===== src/verilog/lmc_pkg.sv =====
/*
  constants, layouts and carrier types of the led matrix control register bank.
  assumes a byte-wide register port from an i2c slave running on the same clock.
*/
// Notes on behaviour
// - writing one to the ram clear bit erases all duty and intensity settings
// - writing one to the soft reset bit resets the device logic
// - both reset command bits return to zero by themselves after a write
// - oscillator power bit zero keeps oscillator off, one turns it on
// - oscillator also runs whenever the matrix enable bit is one
// - option bit 3 enables ghost image prevention
// - option bit 2 enables the external melody input
// - option bit 1 drives the internal clock out on the clock pin
// - option bit 0 selects external synchronising clock instead of internal
// - when several set: external clock wins, then clock output, melody last
// - matrix register bits 3..1 select max current; bit 4 reserved, reads one
// - matrix register bit 0 switches the whole led matrix drive on
// - first pwm enable register: bits 3..0 leds a4..a1, bits 7..4 b4..b1
// - second pwm enable register: bits 3..0 leds c4..c1, bits 7..4 d4..d1
// - first melody enable register: bits 3..0 a4..a1, bits 7..4 b4..b1
// - second melody enable register: bits 3..0 c4..c1, bits 7..4 d4..d1
// - unused bits other than matrix register bit 4 read as zero and ignore writes
package lmc_pkg;
  // register offsets
  localparam logic [7:0] LMC_ADDR_RESET_COMMAND = 8'h01;
  localparam logic [7:0] LMC_ADDR_OSCILLATOR_POWER = 8'h02;
  localparam logic [7:0] LMC_ADDR_CLOCK_AND_MODE_SELECT = 8'h04;
  localparam logic [7:0] LMC_ADDR_MATRIX_ENABLE_CURRENT = 8'h05;
  localparam logic [7:0] LMC_ADDR_PWM_ENABLE_ROWS_AB = 8'h06;
  localparam logic [7:0] LMC_ADDR_PWM_ENABLE_ROWS_CD = 8'h07;
  localparam logic [7:0] LMC_ADDR_MELODY_ENABLE_ROWS_AB = 8'h08;
  localparam logic [7:0] LMC_ADDR_MELODY_ENABLE_ROWS_CD = 8'h09;

  // reset values
  localparam logic [7:0] LMC_RST_OSCILLATOR_POWER = 8'h00;
  localparam logic [7:0] LMC_RST_CLOCK_AND_MODE_SELECT = 8'h00;
  localparam logic [7:0] LMC_RST_MATRIX_ENABLE_CURRENT = 8'h1e;
  localparam logic [7:0] LMC_RST_LED_ENABLE = 8'h00;

  // writable bits of each register; the rest read as fixed
  localparam logic [7:0] LMC_MASK_RESET_COMMAND = 8'h03;
  localparam logic [7:0] LMC_MASK_OSCILLATOR_POWER = 8'h01;
  localparam logic [7:0] LMC_MASK_CLOCK_AND_MODE_SELECT = 8'h0f;
  localparam logic [7:0] LMC_MASK_MATRIX_ENABLE_CURRENT = 8'h0f;
  localparam logic [7:0] LMC_MASK_LED_ENABLE = 8'hff;

  // field positions
  localparam int LMC_BIT_SOFT_RESET_CMD = 0;
  localparam int LMC_BIT_SETTINGS_RAM_CLEAR = 1;
  localparam int LMC_BIT_OSCILLATOR_ON = 0;
  localparam int LMC_BIT_EXTERNAL_CLOCK_SELECT = 0;
  localparam int LMC_BIT_CLOCK_OUTPUT_ON = 1;
  localparam int LMC_BIT_MELODY_INPUT_ON = 2;
  localparam int LMC_BIT_GHOST_PREVENTION_ON = 3;
  localparam int LMC_BIT_MATRIX_DRIVE_ON = 0;
  localparam int LMC_LSB_MAX_CURRENT_SELECT = 1;
  localparam int LMC_MSB_MAX_CURRENT_SELECT = 3;

  // register access from the serial slave, same clock
  typedef struct packed {
    logic wr;
    logic rd;
    logic [7:0] addr;
    logic [7:0] wdata;
  } lmc_req_t;

  // decoded settings driving the matrix core
  typedef struct packed {
    logic oscillator_run;
    logic ghost_prevention_on;
    logic melody_input_on;
    logic clock_output_on;
    logic external_clock_select;
    logic [2:0] max_current_select;
    logic matrix_drive_on;
    logic [15:0] pwm_enable;
    logic [15:0] melody_enable;
  } lmc_cfg_t;
endpackage


===== src/verilog/lmc_reg8.sv =====
/*
  one byte-wide settings register with a write mask and a reset value.
  assumes clear and write come from logic on the same clock.
*/
`timescale 1ns/1ps
module lmc_reg8 #(
  parameter logic [7:0] RESET_VALUE = 8'h00,
  parameter logic [7:0] WRITE_MASK = 8'hff
) (
  input wire logic clk,
  input wire logic clr,
  input wire logic we,
  input wire logic [7:0] wdata,
  output logic [7:0] q
);
  logic [7:0] store;
  logic [7:0] next_store;

  // masked bits ignore writes and keep their reset level
  assign next_store = (store & ~WRITE_MASK) | (wdata & WRITE_MASK);
  assign q = (store & WRITE_MASK) | (RESET_VALUE & ~WRITE_MASK);

  // clear covers both hardware and soft reset
  always_ff @(posedge clk) begin
    if (clr) begin
      store <= RESET_VALUE;
    end else if (we) begin
      store <= next_store;
    end
  end
endmodule // lmc_reg8


===== src/verilog/lmc_ctrl.sv =====
/*
  control register bank of a 4x4 led matrix driver: reset commands, oscillator
  power, clock and mode options, current and matrix enable, per-led enables.
  assumes the serial slave presents one-cycle read and write strobes on clk.
*/
`timescale 1ns/1ps
module lmc_ctrl (
  input wire logic clk,
  input wire logic rst,
  input wire lmc_pkg::lmc_req_t req,
  output logic [7:0] rdata,
  output logic rvalid,
  output lmc_pkg::lmc_cfg_t cfg,
  output logic settings_ram_clear,
  output logic soft_reset_cmd
);
  import lmc_pkg::*;

  logic [7:0] osc_q;
  logic [7:0] opt_q;
  logic [7:0] mtx_q;
  logic [7:0] pwm_ab_q;
  logic [7:0] pwm_cd_q;
  logic [7:0] mld_ab_q;
  logic [7:0] mld_cd_q;
  logic [7:0] cmd_q;
  logic [7:0] next_rdata;
  lmc_cfg_t next_cfg;
  logic bank_clr;
  logic wr_reset_command;
  logic wr_osc;
  logic wr_opt;
  logic wr_mtx;
  logic wr_pwm_ab;
  logic wr_pwm_cd;
  logic wr_mld_ab;
  logic wr_mld_cd;
  logic next_soft_reset;
  logic next_ram_clear;

  // write decode
  assign wr_reset_command = req.wr && (req.addr == LMC_ADDR_RESET_COMMAND);
  assign wr_osc = req.wr && (req.addr == LMC_ADDR_OSCILLATOR_POWER);
  assign wr_opt = req.wr && (req.addr == LMC_ADDR_CLOCK_AND_MODE_SELECT);
  assign wr_mtx = req.wr && (req.addr == LMC_ADDR_MATRIX_ENABLE_CURRENT);
  assign wr_pwm_ab = req.wr && (req.addr == LMC_ADDR_PWM_ENABLE_ROWS_AB);
  assign wr_pwm_cd = req.wr && (req.addr == LMC_ADDR_PWM_ENABLE_ROWS_CD);
  assign wr_mld_ab = req.wr && (req.addr == LMC_ADDR_MELODY_ENABLE_ROWS_AB);
  assign wr_mld_cd = req.wr && (req.addr == LMC_ADDR_MELODY_ENABLE_ROWS_CD);

  // one-shot commands: a written one lives for exactly one cycle
  assign next_soft_reset = wr_reset_command && req.wdata[LMC_BIT_SOFT_RESET_CMD];
  assign next_ram_clear = wr_reset_command && req.wdata[LMC_BIT_SETTINGS_RAM_CLEAR];

  // soft reset clears the bank one cycle after it is written
  assign bank_clr = rst || soft_reset_cmd;

  // command pulses; hardware reset only, so the soft reset can self-clear
  always_ff @(posedge clk) begin
    if (rst) begin
      soft_reset_cmd <= 1'b0;
      settings_ram_clear <= 1'b0;
    end else begin
      soft_reset_cmd <= next_soft_reset;
      settings_ram_clear <= next_ram_clear;
    end
  end

  // reset command reads back the pulses, zero again a cycle later
  assign cmd_q = {6'h00, settings_ram_clear, soft_reset_cmd};

  lmc_reg8 #(
    .RESET_VALUE(LMC_RST_OSCILLATOR_POWER),
    .WRITE_MASK(LMC_MASK_OSCILLATOR_POWER)
  ) u_osc (
    .clk(clk),
    .clr(bank_clr),
    .we(wr_osc),
    .wdata(req.wdata),
    .q(osc_q)
  );

  lmc_reg8 #(
    .RESET_VALUE(LMC_RST_CLOCK_AND_MODE_SELECT),
    .WRITE_MASK(LMC_MASK_CLOCK_AND_MODE_SELECT)
  ) u_opt (
    .clk(clk),
    .clr(bank_clr),
    .we(wr_opt),
    .wdata(req.wdata),
    .q(opt_q)
  );

  // bit 4 is fixed at one by the reset value outside the write mask
  lmc_reg8 #(
    .RESET_VALUE(LMC_RST_MATRIX_ENABLE_CURRENT),
    .WRITE_MASK(LMC_MASK_MATRIX_ENABLE_CURRENT)
  ) u_mtx (
    .clk(clk),
    .clr(bank_clr),
    .we(wr_mtx),
    .wdata(req.wdata),
    .q(mtx_q)
  );

  lmc_reg8 #(
    .RESET_VALUE(LMC_RST_LED_ENABLE),
    .WRITE_MASK(LMC_MASK_LED_ENABLE)
  ) u_pwm_ab (
    .clk(clk),
    .clr(bank_clr),
    .we(wr_pwm_ab),
    .wdata(req.wdata),
    .q(pwm_ab_q)
  );

  lmc_reg8 #(
    .RESET_VALUE(LMC_RST_LED_ENABLE),
    .WRITE_MASK(LMC_MASK_LED_ENABLE)
  ) u_pwm_cd (
    .clk(clk),
    .clr(bank_clr),
    .we(wr_pwm_cd),
    .wdata(req.wdata),
    .q(pwm_cd_q)
  );

  lmc_reg8 #(
    .RESET_VALUE(LMC_RST_LED_ENABLE),
    .WRITE_MASK(LMC_MASK_LED_ENABLE)
  ) u_mld_ab (
    .clk(clk),
    .clr(bank_clr),
    .we(wr_mld_ab),
    .wdata(req.wdata),
    .q(mld_ab_q)
  );

  lmc_reg8 #(
    .RESET_VALUE(LMC_RST_LED_ENABLE),
    .WRITE_MASK(LMC_MASK_LED_ENABLE)
  ) u_mld_cd (
    .clk(clk),
    .clr(bank_clr),
    .we(wr_mld_cd),
    .wdata(req.wdata),
    .q(mld_cd_q)
  );

  // read mux; unmapped offsets, 03h included, read as zero
  always_comb begin
    case (req.addr)
      LMC_ADDR_RESET_COMMAND: next_rdata = cmd_q;
      LMC_ADDR_OSCILLATOR_POWER: next_rdata = osc_q;
      LMC_ADDR_CLOCK_AND_MODE_SELECT: next_rdata = opt_q;
      LMC_ADDR_MATRIX_ENABLE_CURRENT: next_rdata = mtx_q;
      LMC_ADDR_PWM_ENABLE_ROWS_AB: next_rdata = pwm_ab_q;
      LMC_ADDR_PWM_ENABLE_ROWS_CD: next_rdata = pwm_cd_q;
      LMC_ADDR_MELODY_ENABLE_ROWS_AB: next_rdata = mld_ab_q;
      LMC_ADDR_MELODY_ENABLE_ROWS_CD: next_rdata = mld_cd_q;
      default: next_rdata = 8'h00;
    endcase
  end

  // oscillator runs on its own bit or whenever the matrix is on
  assign next_cfg.oscillator_run = osc_q[LMC_BIT_OSCILLATOR_ON]
    || mtx_q[LMC_BIT_MATRIX_DRIVE_ON];
  assign next_cfg.ghost_prevention_on = opt_q[LMC_BIT_GHOST_PREVENTION_ON];
  // clock source options resolved by priority: external, clock out, melody
  assign next_cfg.external_clock_select = opt_q[LMC_BIT_EXTERNAL_CLOCK_SELECT];
  assign next_cfg.clock_output_on = opt_q[LMC_BIT_CLOCK_OUTPUT_ON]
    && !opt_q[LMC_BIT_EXTERNAL_CLOCK_SELECT];
  assign next_cfg.melody_input_on = opt_q[LMC_BIT_MELODY_INPUT_ON]
    && !opt_q[LMC_BIT_CLOCK_OUTPUT_ON]
    && !opt_q[LMC_BIT_EXTERNAL_CLOCK_SELECT];
  assign next_cfg.max_current_select =
    mtx_q[LMC_MSB_MAX_CURRENT_SELECT:LMC_LSB_MAX_CURRENT_SELECT];
  assign next_cfg.matrix_drive_on = mtx_q[LMC_BIT_MATRIX_DRIVE_ON];
  // per-led enables: index 0..3 a1..a4, 4..7 b1..b4, 8..11 c, 12..15 d
  assign next_cfg.pwm_enable = {pwm_cd_q, pwm_ab_q};
  assign next_cfg.melody_enable = {mld_cd_q, mld_ab_q};

  // registered outputs
  always_ff @(posedge clk) begin
    if (rst) begin
      rdata <= 8'h00;
      rvalid <= 1'b0;
      cfg <= '0;
    end else begin
      rdata <= req.rd ? next_rdata : rdata;
      rvalid <= req.rd;
      cfg <= next_cfg;
    end
  end
endmodule // lmc_ctrl


===== config.mk =====
export PLATFORM = sky130hd
export DESIGN_NAME = lmc_ctrl
export DESIGN_NICKNAME = d
export VERILOG_FILES = /design/src/verilog/lmc_pkg.sv /design/src/verilog/lmc_reg8.sv /design/src/verilog/lmc_ctrl.sv
export SDC_FILE = /design/constraint.sdc
export NUM_CORES = 1
export LEC_CHECK = 0
export BUFFER_PORTS_ARGS = -buffer_cell sky130_fd_sc_hd__buf_2
export CAP_MARGIN = 10
export CORE_MARGIN = 5
export CORE_UTILIZATION = 45
export DETAILED_ROUTE_END_ITERATION = 16
export GPL_TIMING_DRIVEN = 0
export PLACE_DENSITY = 0.7
export SYNTH_ARGS = -nofsm -noshare
export SYNTH_HDL_FRONTEND = slang
export SYNTH_HIERARCHICAL = 1
export SYNTH_SLANG_ARGS = --single-unit

===== constraint.sdc =====
create_clock -name clk -period 1.6 [get_ports clk]
set_input_delay 0.24 -clock clk [delete_from_list [all_inputs] [get_ports clk]]
set_output_delay 0.24 -clock clk [all_outputs]
set_load 0.005 [all_outputs]

==> impl_metrics.yaml, run 1 <==
setup_path:
  cp_max_fo: 10
  reg2reg_from: "soft_reset_cmd"
  reg2reg_depth: 3
  reg2reg_slack_ns: 0.21
  cp-start-kind: "primary input"
  arrival_ns: 1.78
  worstSetupPathType: "primary input to flip-flop"
  worstPathRequired_ns: 1.84
  endpoint_kind: "flip-flop"
  r2r-end: "u_pwm_cd/q[6]"
placed_design:
  io_buffers: 69
  pre_cts_slack_ns: -0.370
  dpl.cell_count: 562
  post-dp-hpwl_um: 6950
  place_congestion: 0.958
  post_dp_cell_area_mm2: 0.00431
synthesis:
  synth_mux_area_frac: 0.134
  synth_top_family_by_area: "simple AND/OR/NAND/NOR gates"
  synth_seq_area_share: 0.492
  synth_flop_cell: "dfxtp_1"
  ys_types: 41
  yosysWarningCount: 6
  synth_seq_cells: 93
  syn_inst: 377
  synthSimpleGateAreaFrac: 0.202
  synth_largest_area_cell: "dfxtp_1"
  synth_fa_ha_area_frac: 0
  synth_compound_area_frac: 0.0975
  netlist_area_mm2: 0.00379
  syn_area_per_cell_um2: 10.0
  yosysTopAreaCellShare: 0.492
  synthTopCellsByArea: "dfxtp_1 (49%), mux2i_1 (12%), nor2b_1 (7.4%)"
  synth_edf_count: 0
  synth-xor-area-share: 0
  synthArstFlopShare: 0
worst_hold_path:
  min_path_type: "primary input to flip-flop"
  whs_endpoint: "cfg[13]"
  holdPathStages: 2
  hp-start: "rst"
timing:
  fin_crit_ns: 1.55
  tightest_slew_ns: 0.763
  clock_skew_ns: 0.00727
  min_period_over_period: 0.966
  drv_slew: 0
  setup_tns_ns: 0
  hold_viol: 0
  holdWs_ns: 0.149
  clock.fmax_mhz: 647
  setup_ws_ns: 0.0545
  finalSetupViolCount: 0
  relSlewSlack: 0.489
cts:
  cts-root-buf: "clkbuf_8"
  numCtsBuffers: 9
  clk_pin_slew_worst_paths_ns: 0.09
  cts_tree: "built"
  h-tree-depth: 3
  clock_sinks: 93
  cts_buffer_depth: 2
  clkLatencyLatePin_ns: 0.36
layout:
  finalInstanceArea_mm2: 0.00453
  fin_util: 0.552
  nets: 490
  syn2layout_area_growth_pct: 19.7
  fin_cells: 579
  drive_above_1_share: 0.285
  diodes: 0
  mostFrequentLayoutCells: "dfxtp_1 (93), buf_2 (75), mux2i_1 (45), nor2_1 (44), nor2b_1 (44)"
  final_common_cell: "dfxtp_1"
floorplanning:
  row_count: 33
  die_area_mm2: 0.0103
  io_pins: 72
  die_x_um: 102
  die_y_um: 102
  initial_core_util: 0.461
  core_mm2: 0.00822
status:
  status: "completed"
run:
  drv_cap: 0
detailed_routing:
  wl_per_cell_um: 16.6
  drc: 0
  drt-initial-drc-count: 198
  ant_nets: 0
  dr_total_vias: 2974
  viasPerCell: 5.14
  wl_um: 9600
  first_pass_iters: 4
power:
  p_per_area_mw_per_mm2: 910
  peakVddDrop_mv: 0.537
  p_leak_nw: 1.83
  total_power_mw: 4.13
grt:
  grt_pass1_vias: 2882
  gr-total-overflow: 0
  grt_use_total: 0.196
  grt_pass1_wl_um: 15200
  grt_max_degree: 16
  antenna_found_initial: 0
-- cells in the mapped netlist (all sizes together) (2+ instances only) --
cell / count
o211ai: 2
o2bb2ai: 2
mux2: 5
a211o: 3
mux2i: 45
buf: 31
inv: 4
nor3: 12
nor3b: 4
and2: 3
nand3: 10
a22oi: 10
nor2: 45
a221oi: 10
dfxtp: 93
o221a: 5
a21o: 5
conb: 4
nand2b: 4
nand2: 13
o21bai: 2
clkbuf: 8
nor2b: 45
-- layer usage --
layer,track usage,part of all wire,vias to the layer above
li1,-,-,1467
met1,0.267,0.44,1407
met2,0.312,0.47,88
met3,0.0379,0.073,12
met4,0.0644,0.016,0
met5,0,0,-
-- layout make-up --
class	count	area, µm²
fillers	764	3680
clock buffers	10	128
well taps	105	131
multi-input cells	252	1720
clock inverters	5	61.3
repair buffers	71	360
flip-flops and latches	93	1860
plain buffers	39	254
inverters	4	15.0
-- logic make-up (layout without fill, tap and decap cells) --
logic type / Yosys count / after routing
buffers and inverters: 43 / 129
DFF: 93 / 93
and+or+nand+nor: 144 / 144
muxes: 50 / 50
AOI/OAI and AO/OA: 43 / 43
other: 4 / 15
-- power by group --
| part | switching, mW | internal [mW] |
|---|---|---|
| registers | 0.00241 | 2.32 |
| logic | 0.170 | 0.0954 |
| clock network | 0.819 | 0.720 |
-- state kept, by name, indices dropped and copies added, names as in the netlist, 4 cells and up --
register     count
u_mld_cd/q       8
u_pwm_ab/q       8
cfg             41
u_mtx/store      4
u_opt/store      4
rdata            8
u_mld_ab/q       8
u_pwm_cd/q       8
-- how the worst max path moves through the flow --
stage / start / endpoint / slack [ns] / cells past startpoint
4_1_cts: req[13] / u_osc/store[0] / 0.007 / 6
3_5_place_dp: rst / u_pwm_cd/q[1] / -0.37 / 5
2_1_floorplan: req[13] / u_pwm_cd/q[0] / -0.04 / 6
5_1_grt: req[13] / u_pwm_ab/q[1] / -0.008 / 7
3_3_place_gp: rst / u_pwm_cd/q[3] / -0.37 / 5
6_report: req[13] / u_pwm_ab/q[1] / 0.05 / 7
-- what timing repair did --
action | CTS | global route
setup buffers | 0 | 2
endpoints found under the setup margin | 0 | 41
hold buffers | 0 | 0
gates resized for setup | 0 | 7
-- worst max-delay path: stages --
cell and delay, ns:
buf_2 0.12, or4_4 0.57, buf_6 0.17, nor3_1 0.23
buf_6 0.19, mux2i_1 0.21, nor2_1 0.06
Power figures use the tool's default switching activity.
==> run 2: changes to the inputs <==
--- a/config.mk
+++ b/config.mk
@@ -12,6 +12,7 @@
 export DETAILED_ROUTE_END_ITERATION = 16
 export GPL_TIMING_DRIVEN = 0
 export PLACE_DENSITY = 0.7
+export SETUP_SLACK_MARGIN = 0.02
 export SYNTH_ARGS = -nofsm -noshare
 export SYNTH_HDL_FRONTEND = slang
 export SYNTH_HIERARCHICAL = 1
==> constraint.sdc (replaced) <==
create_clock -name clk -period 1.6 [get_ports clk]
set_input_delay 0.16 -clock clk [delete_from_list [all_inputs] [get_ports clk]]
set_output_delay 0.16 -clock clk [all_outputs]
set_load 0.005 [all_outputs]
==> run 2 against run 1 <==
  * Sequential share of layout area up 0.11 points
  * Combinational power down 2%
  * Count of clock-buffer cells in the layout up 2
==> impl_metrics.yaml, run 2 (same netlist as run 1, synthesis figures left out) <==
status:
  status: "completed"
setup_path:
  reg2reg_depth: 3
  crit_slowest_cell: "or4_4"
  cp-start-kind: "primary input"
  reg2reg_from: "soft_reset_cmd"
  path_buf_inv: 3
  r2r-end: "u_pwm_cd/q[3]"
  critPathMaxStageDelay_ns: 0.56
  arrival_ns: 1.72
  path_cells: "buf_2, or4_4, buf_6, nor3_1, buf_6, mux2i_1, nor2_1"
  worstPathRequired_ns: 1.84
  reg2reg_slack_ns: 0.26
  cpLargestDelayFamily: "simple AND/OR/NAND/NOR gates"
  cpMostUsedCell: "buf_6"
  worstSetupPathType: "primary input to flip-flop"
  cp_max_fo: 10
  endpoint_kind: "flip-flop"
placed_design:
  place_congestion: 0.891
  post-dp-hpwl_um: 7050
  dpl.cell_count: 562
  post_dp_cell_area_mm2: 0.00430
  pre_cts_slack_ns: -0.396
  io_buffers: 69
layout:
  largest-register: "cfg"
  finalInstanceArea_mm2: 0.00452
  fin_cells: 578
  drive_above_1_share: 0.283
  nFillCells: 765
  mostFrequentLayoutCells: "dfxtp_1 (93), buf_2 (75), mux2i_1 (45), nor2_1 (44), nor2b_1 (44)"
  final_common_cell: "dfxtp_1"
  syn2layout_area_growth_pct: 19.4
  diodes: 0
  largest_reg_flops: 41
  nets: 488
grt:
  gr-total-overflow: 0
  grt_use_total: 0.191
  grt_max_degree: 17
  antenna_found_initial: 0
  grt_pass1_vias: 2884
  grt_pass1_wl_um: 14900
cts:
  clk_pin_slew_worst_paths_ns: 0.09
  clock_sinks: 93
  cts_tree: "built"
  h-tree-depth: 3
  cts_buffer_depth: 2
  cts_hold_buf: 0
  numCtsBuffers: 9
  clkLatencyLatePin_ns: 0.36
  cts-root-buf: "clkbuf_8"
timing:
  holdWs_ns: 0.107
  tightest_slew_ns: 0.597
  fin_crit_ns: 1.48
  finalSetupViolCount: 0
  drv_slew: 0
  min_period_over_period: 0.924
  rsz0062_at_grt: "false"
  setup_ws_ns: 0.122
  hold_viol: 0
  clock.fmax_mhz: 677
  relSlewSlack: 0.602
  clock_skew_ns: 0.00647
power:
  total_power_mw: 4.11
  peakVddDrop_mv: 0.466
  p_per_area_mw_per_mm2: 909
  p_leak_nw: 1.82
worst_hold_path:
  whs_endpoint: "u_pwm_cd/q[7]"
  min_path_type: "primary input to flip-flop"
  holdPathStages: 3
  hp-start: "req[7]"
detailed_routing:
  first_pass_iters: 4
  dr_total_vias: 2939
  wl_per_cell_um: 16.6
  drc: 0
  drt-initial-drc-count: 199
  ant_nets: 0
  wl_um: 9600
  viasPerCell: 5.08
floorplanning:
  die_y_um: 102
  initial_core_util: 0.461
  die_x_um: 102
  io_pins: 72
  core_mm2: 0.00822
  die_area_mm2: 0.0103
  row_count: 33
run:
  drv_cap: 0
==> run 2: cell count changes in the layout (fill, tap and decap cells not counted) <==
| cell | delta |
|---|---|
| buf_4 | -1 |
| clkbuf_2 | -1 |
| nor3_1 | +1 |
| clkinv_2 | +1 |
| clkinvlp_4 | -1 |
| bufinv_16 | -1 |
| nor3_2 | -1 |
| clkbuf_1 | -1 |
| clkbuf_8 | +3 |
==> run 2: worst max-delay path by stage <==
| stage | startpoint | end | slack (ns) | cells past startpoint |
|---|---|---|---|---|
| 3_5_place_dp | rst | u_pwm_cd/q[1] | -0.40 | 5 |
| 4_1_cts | req[13] | u_mld_cd/q[7] | 0.07 | 7 |
| 2_1_floorplan | req[13] | u_pwm_cd/q[0] | 0.04 | 6 |
| 6_report | req[13] | u_pwm_cd/q[1] | 0.12 | 7 |
| 5_1_grt | req[13] | u_mld_ab/q[5] | 0.03 | 8 |
| 3_3_place_gp | rst | u_pwm_cd/q[3] | -0.38 | 5 |
==> run 2: timing repair <==
action	4_1_cts	5_1_grt
gates cloned	0	0
gates resized for setup	1	4
endpoints found under the setup margin	9	13
pin swaps	0	1
setup buffers	0	1
==> run 2: layer usage <==
metal	share of wire	track usage	up-vias	routed length, µm
met5	0	0	-	0
met4	0.029	0.0910	0	275
met3	0.055	0.0324	18	528
met2	0.46	0.304	93	4420
met1	0.46	0.252	1380	4380
li1	-	-	1448	-
==> run 2: power by group <==
group | leakage [nW] | total [mW] | switching (mW) | internal (mW)
clock | 0.0950 | 1.53 | 0.830 | 0.696
sequential | 0.750 | 2.32 | 0.00225 | 2.32
combinational | 0.979 | 0.261 | 0.168 | 0.0934
total | 1.82 | 4.11 | 1.00 | 3.11
==> run 2: cell type report <==
class | instances | area (µm²) | area share
buffer | 38 | 249 | 0.0551
clock buffer | 12 | 165 | 0.0365
clock inverter | 4 | 28.8 | 0.00637
inverter | 4 | 15.0 | 0.00332
multi-input combinational | 252 | 1720 | 0.380
sequential | 93 | 1860 | 0.412
tap | 105 | 131 | 0.0291
timing repair buffer | 70 | 353 | 0.0781
==> run 2: metrics by stage <==
| stage | setup TNS, ns | util |
|---|---|---|
| 2_1_floorplan | 0 | - |
| 3_3_place_gp | -12.89 | 0.524 |
| 3_5_place_dp | -13.43 | 0.524 |
| 4_1_cts | 0 | 0.547 |
| 5_1_grt | 0 | 0.550 |
| 6_report | 0 | 0.550 |
==> run 2: tightest hold or removal path, delay by kind of cell <==
| family | cells | cell delay [ns] |
|---|---|---|
| muxes | 1 | 0.08 |
| and+or+nand+nor | 1 | 0.07 |
| buffers and inverters | 1 | 0.12 |
==> run 3: changes to the inputs <==
--- a/config.mk
+++ b/config.mk
@@ -7,7 +7,7 @@
 export LEC_CHECK = 0
 export BUFFER_PORTS_ARGS = -buffer_cell sky130_fd_sc_hd__buf_2
 export CAP_MARGIN = 10
-export CORE_MARGIN = 5
+export CORE_MARGIN = 1.5
 export CORE_UTILIZATION = 45
 export DETAILED_ROUTE_END_ITERATION = 16
 export GPL_TIMING_DRIVEN = 0
==> run 3 against run 2 <==
  * Clock power up 13%
  * Highest routed layer unchanged
  * Critical path depth down 1
  * Register-to-register slack lost 0.05 ns
  * Clock skew increased by 0.0043 ns
  * Count of clock-buffer cells in the layout stayed put
  * First-iteration DRC count is 16% lower
  * Hold slack worse by 0.015 ns
  * Non-clock buffer count rose by 1
  * Sequential share of layout area down 0.27 points
  * Global-route usage is 3.1 points higher
  * Sequential power is essentially flat
==> impl_metrics.yaml, run 3 (same netlist as run 1, synthesis figures left out) <==
floorplanning:
  die_y_um: 94.7
  core_mm2: 0.00818
  die_area_mm2: 0.00897
  io_pins: 72
  die_x_um: 94.7
  initial_core_util: 0.463
  row_count: 33
detailed_routing:
  wl_um: 9380
  drc: 0
  wl_per_cell_um: 16.2
  first_pass_iters: 5
  viasPerCell: 5.16
  drt-initial-drc-count: 167
  ant_nets: 0
  dr_total_vias: 2984
layout:
  nets: 489
  diodes: 0
  mostFrequentLayoutCells: "dfxtp_1 (93), buf_2 (75), mux2i_1 (45), nor2_1 (44), nor2b_1 (43)"
  syn2layout_area_growth_pct: 20.2
  multi_input_area_mm2: 0.00172
  largest-register: "cfg"
  finalInstanceArea_mm2: 0.00455
  drive_above_1_share: 0.279
  regArea_mm2: 0.00186
  largest_reg_flops: 41
  final_common_cell: "dfxtp_1"
  nFillCells: 763
timing:
  tightest_slew_ns: 0.761
  finalSetupViolCount: 0
  rsz0062_at_grt: "false"
  holdWs_ns: 0.0924
  relSlewSlack: 0.491
  clock.fmax_mhz: 681
  hold_viol: 0
  drv_slew: 0
  fin_crit_ns: 1.47
  min_period_over_period: 0.918
  clock_skew_ns: 0.0108
grt:
  grt_pass1_vias: 2666
  grt_pass1_wl_um: 14500
  antenna_found_initial: 0
  grt_use_total: 0.222
  grt_max_degree: 17
  gr-total-overflow: 0
cts:
  clk_pin_slew_worst_paths_ns: 0.08
  cts_hold_buf: 0
  cts_tree: "built"
  numCtsBuffers: 9
  clock_sinks: 93
  cts-root-buf: "clkbuf_8"
  h-tree-depth: 3
  cts_buffer_depth: 2
  clkLatencyLatePin_ns: 0.37
status:
  status: "completed"
setup_path:
  reg2reg_slack_ns: 0.21
  reg2reg_from: "soft_reset_cmd"
  cp-start-kind: "primary input"
  arrival_ns: 1.71
  worstSetupPathType: "primary input to flip-flop"
  setup.worst_path.end: "u_osc/store[0]"
  worstPathRequired_ns: 1.85
  cp_max_fo: 4
  crit_start: "req[13]"
  r2r-end: "u_pwm_cd/q[7]"
  endpoint_kind: "flip-flop"
  reg2reg_depth: 3
run:
  drv_cap: 0
placed_design:
  place_congestion: 0.897
  post_dp_cell_area_mm2: 0.00430
  post-dp-hpwl_um: 6890
  io_buffers: 69
power:
  p_per_area_mw_per_mm2: 950
  p_leak_nw: 1.84
  peakVddDrop_mv: 0.491
worst_hold_path:
  min_path_type: "primary input to flip-flop"
## run 3: cell count changes in the layout (fill, tap and decap cells not counted), moves of 2 or more
cell,delta
clkinvlp_4,-2
bufinv_16,+2
clkbuf_8,-2
clkbuf_1,+2
## run 3: worst min path at each step
stage               cells past startpoint  slack, ns       endpoint           from
floorplan                               1       0.23        cfg[13]            rst
global placement                        1       0.47        cfg[20]  u_pwm_ab/q[4]
detailed placement                      3       0.46  u_mld_cd/q[6]         req[6]
CTS                                     3       0.09  u_mld_cd/q[6]         req[6]
global route                            3       0.11  u_pwm_cd/q[6]         req[6]
finish                                  3       0.09  u_mld_cd/q[6]         req[6]
## run 3: final cells by class
type | instances | share of cell area
multi-input cells | 252 | 0.378
repair buffers | 71 | 0.0792
plain buffers | 38 | 0.0547
inverters | 4 | 0.00330
clock inverters | 3 | 0.0151
flip-flops and latches | 93 | 0.409
clock buffers | 12 | 0.0319
well taps | 105 | 0.0289
## run 3: power breakdown
part | internal (mW) | switching [mW] | leakage [nW] | total (mW)
clock | 0.922 | 0.811 | 0.107 | 1.73
combinational | 0.0950 | 0.169 | 0.986 | 0.264
sequential | 2.32 | 0.00244 | 0.750 | 2.32
total | 3.34 | 0.983 | 1.84 | 4.32
## run 3: what timing repair did
item | CTS | global route
pin swaps | 0 | 1
gates resized for setup | 1 | 5
buffers inserted | 0 | 2
setup endpoints to repair | 12 | 20
cloned | 0 | 0
## run 3: per-layer routing
layer  global-route usage  share of wire  up-vias
li1                     -              -     1456
met1                0.290           0.45     1376
met2                0.349           0.46      128
met3               0.0467          0.065       24
met4                0.103          0.030        0
met5                    0              0        -
## run 3: worst max-delay path, stage by stage
cell	delay, ns
buf_2	0.12
or4_4	0.55
nor3_1	0.33
and4b_1	0.30
mux2i_1	0.19
nor2_1	0.06
## run 3: per-stage QoR
stage / setup WS (ns) / power (mW) / setup TNS [ns] / cells / utilization
after global routing: 0.0482 / 4.46 / 0 / 578 / 0.556
after global placement: -0.417 / 2.63 / -13.35 / 562 / 0.526
after floorplan: 0.0412 / 2.53 / 0 / 388 / -
final: 0.131 / 4.32 / 0 / 578 / 0.556
after CTS: 0.0726 / 4.33 / 0 / 576 / 0.552
after detailed placement: -0.447 / 2.63 / -14.44 / 562 / 0.526
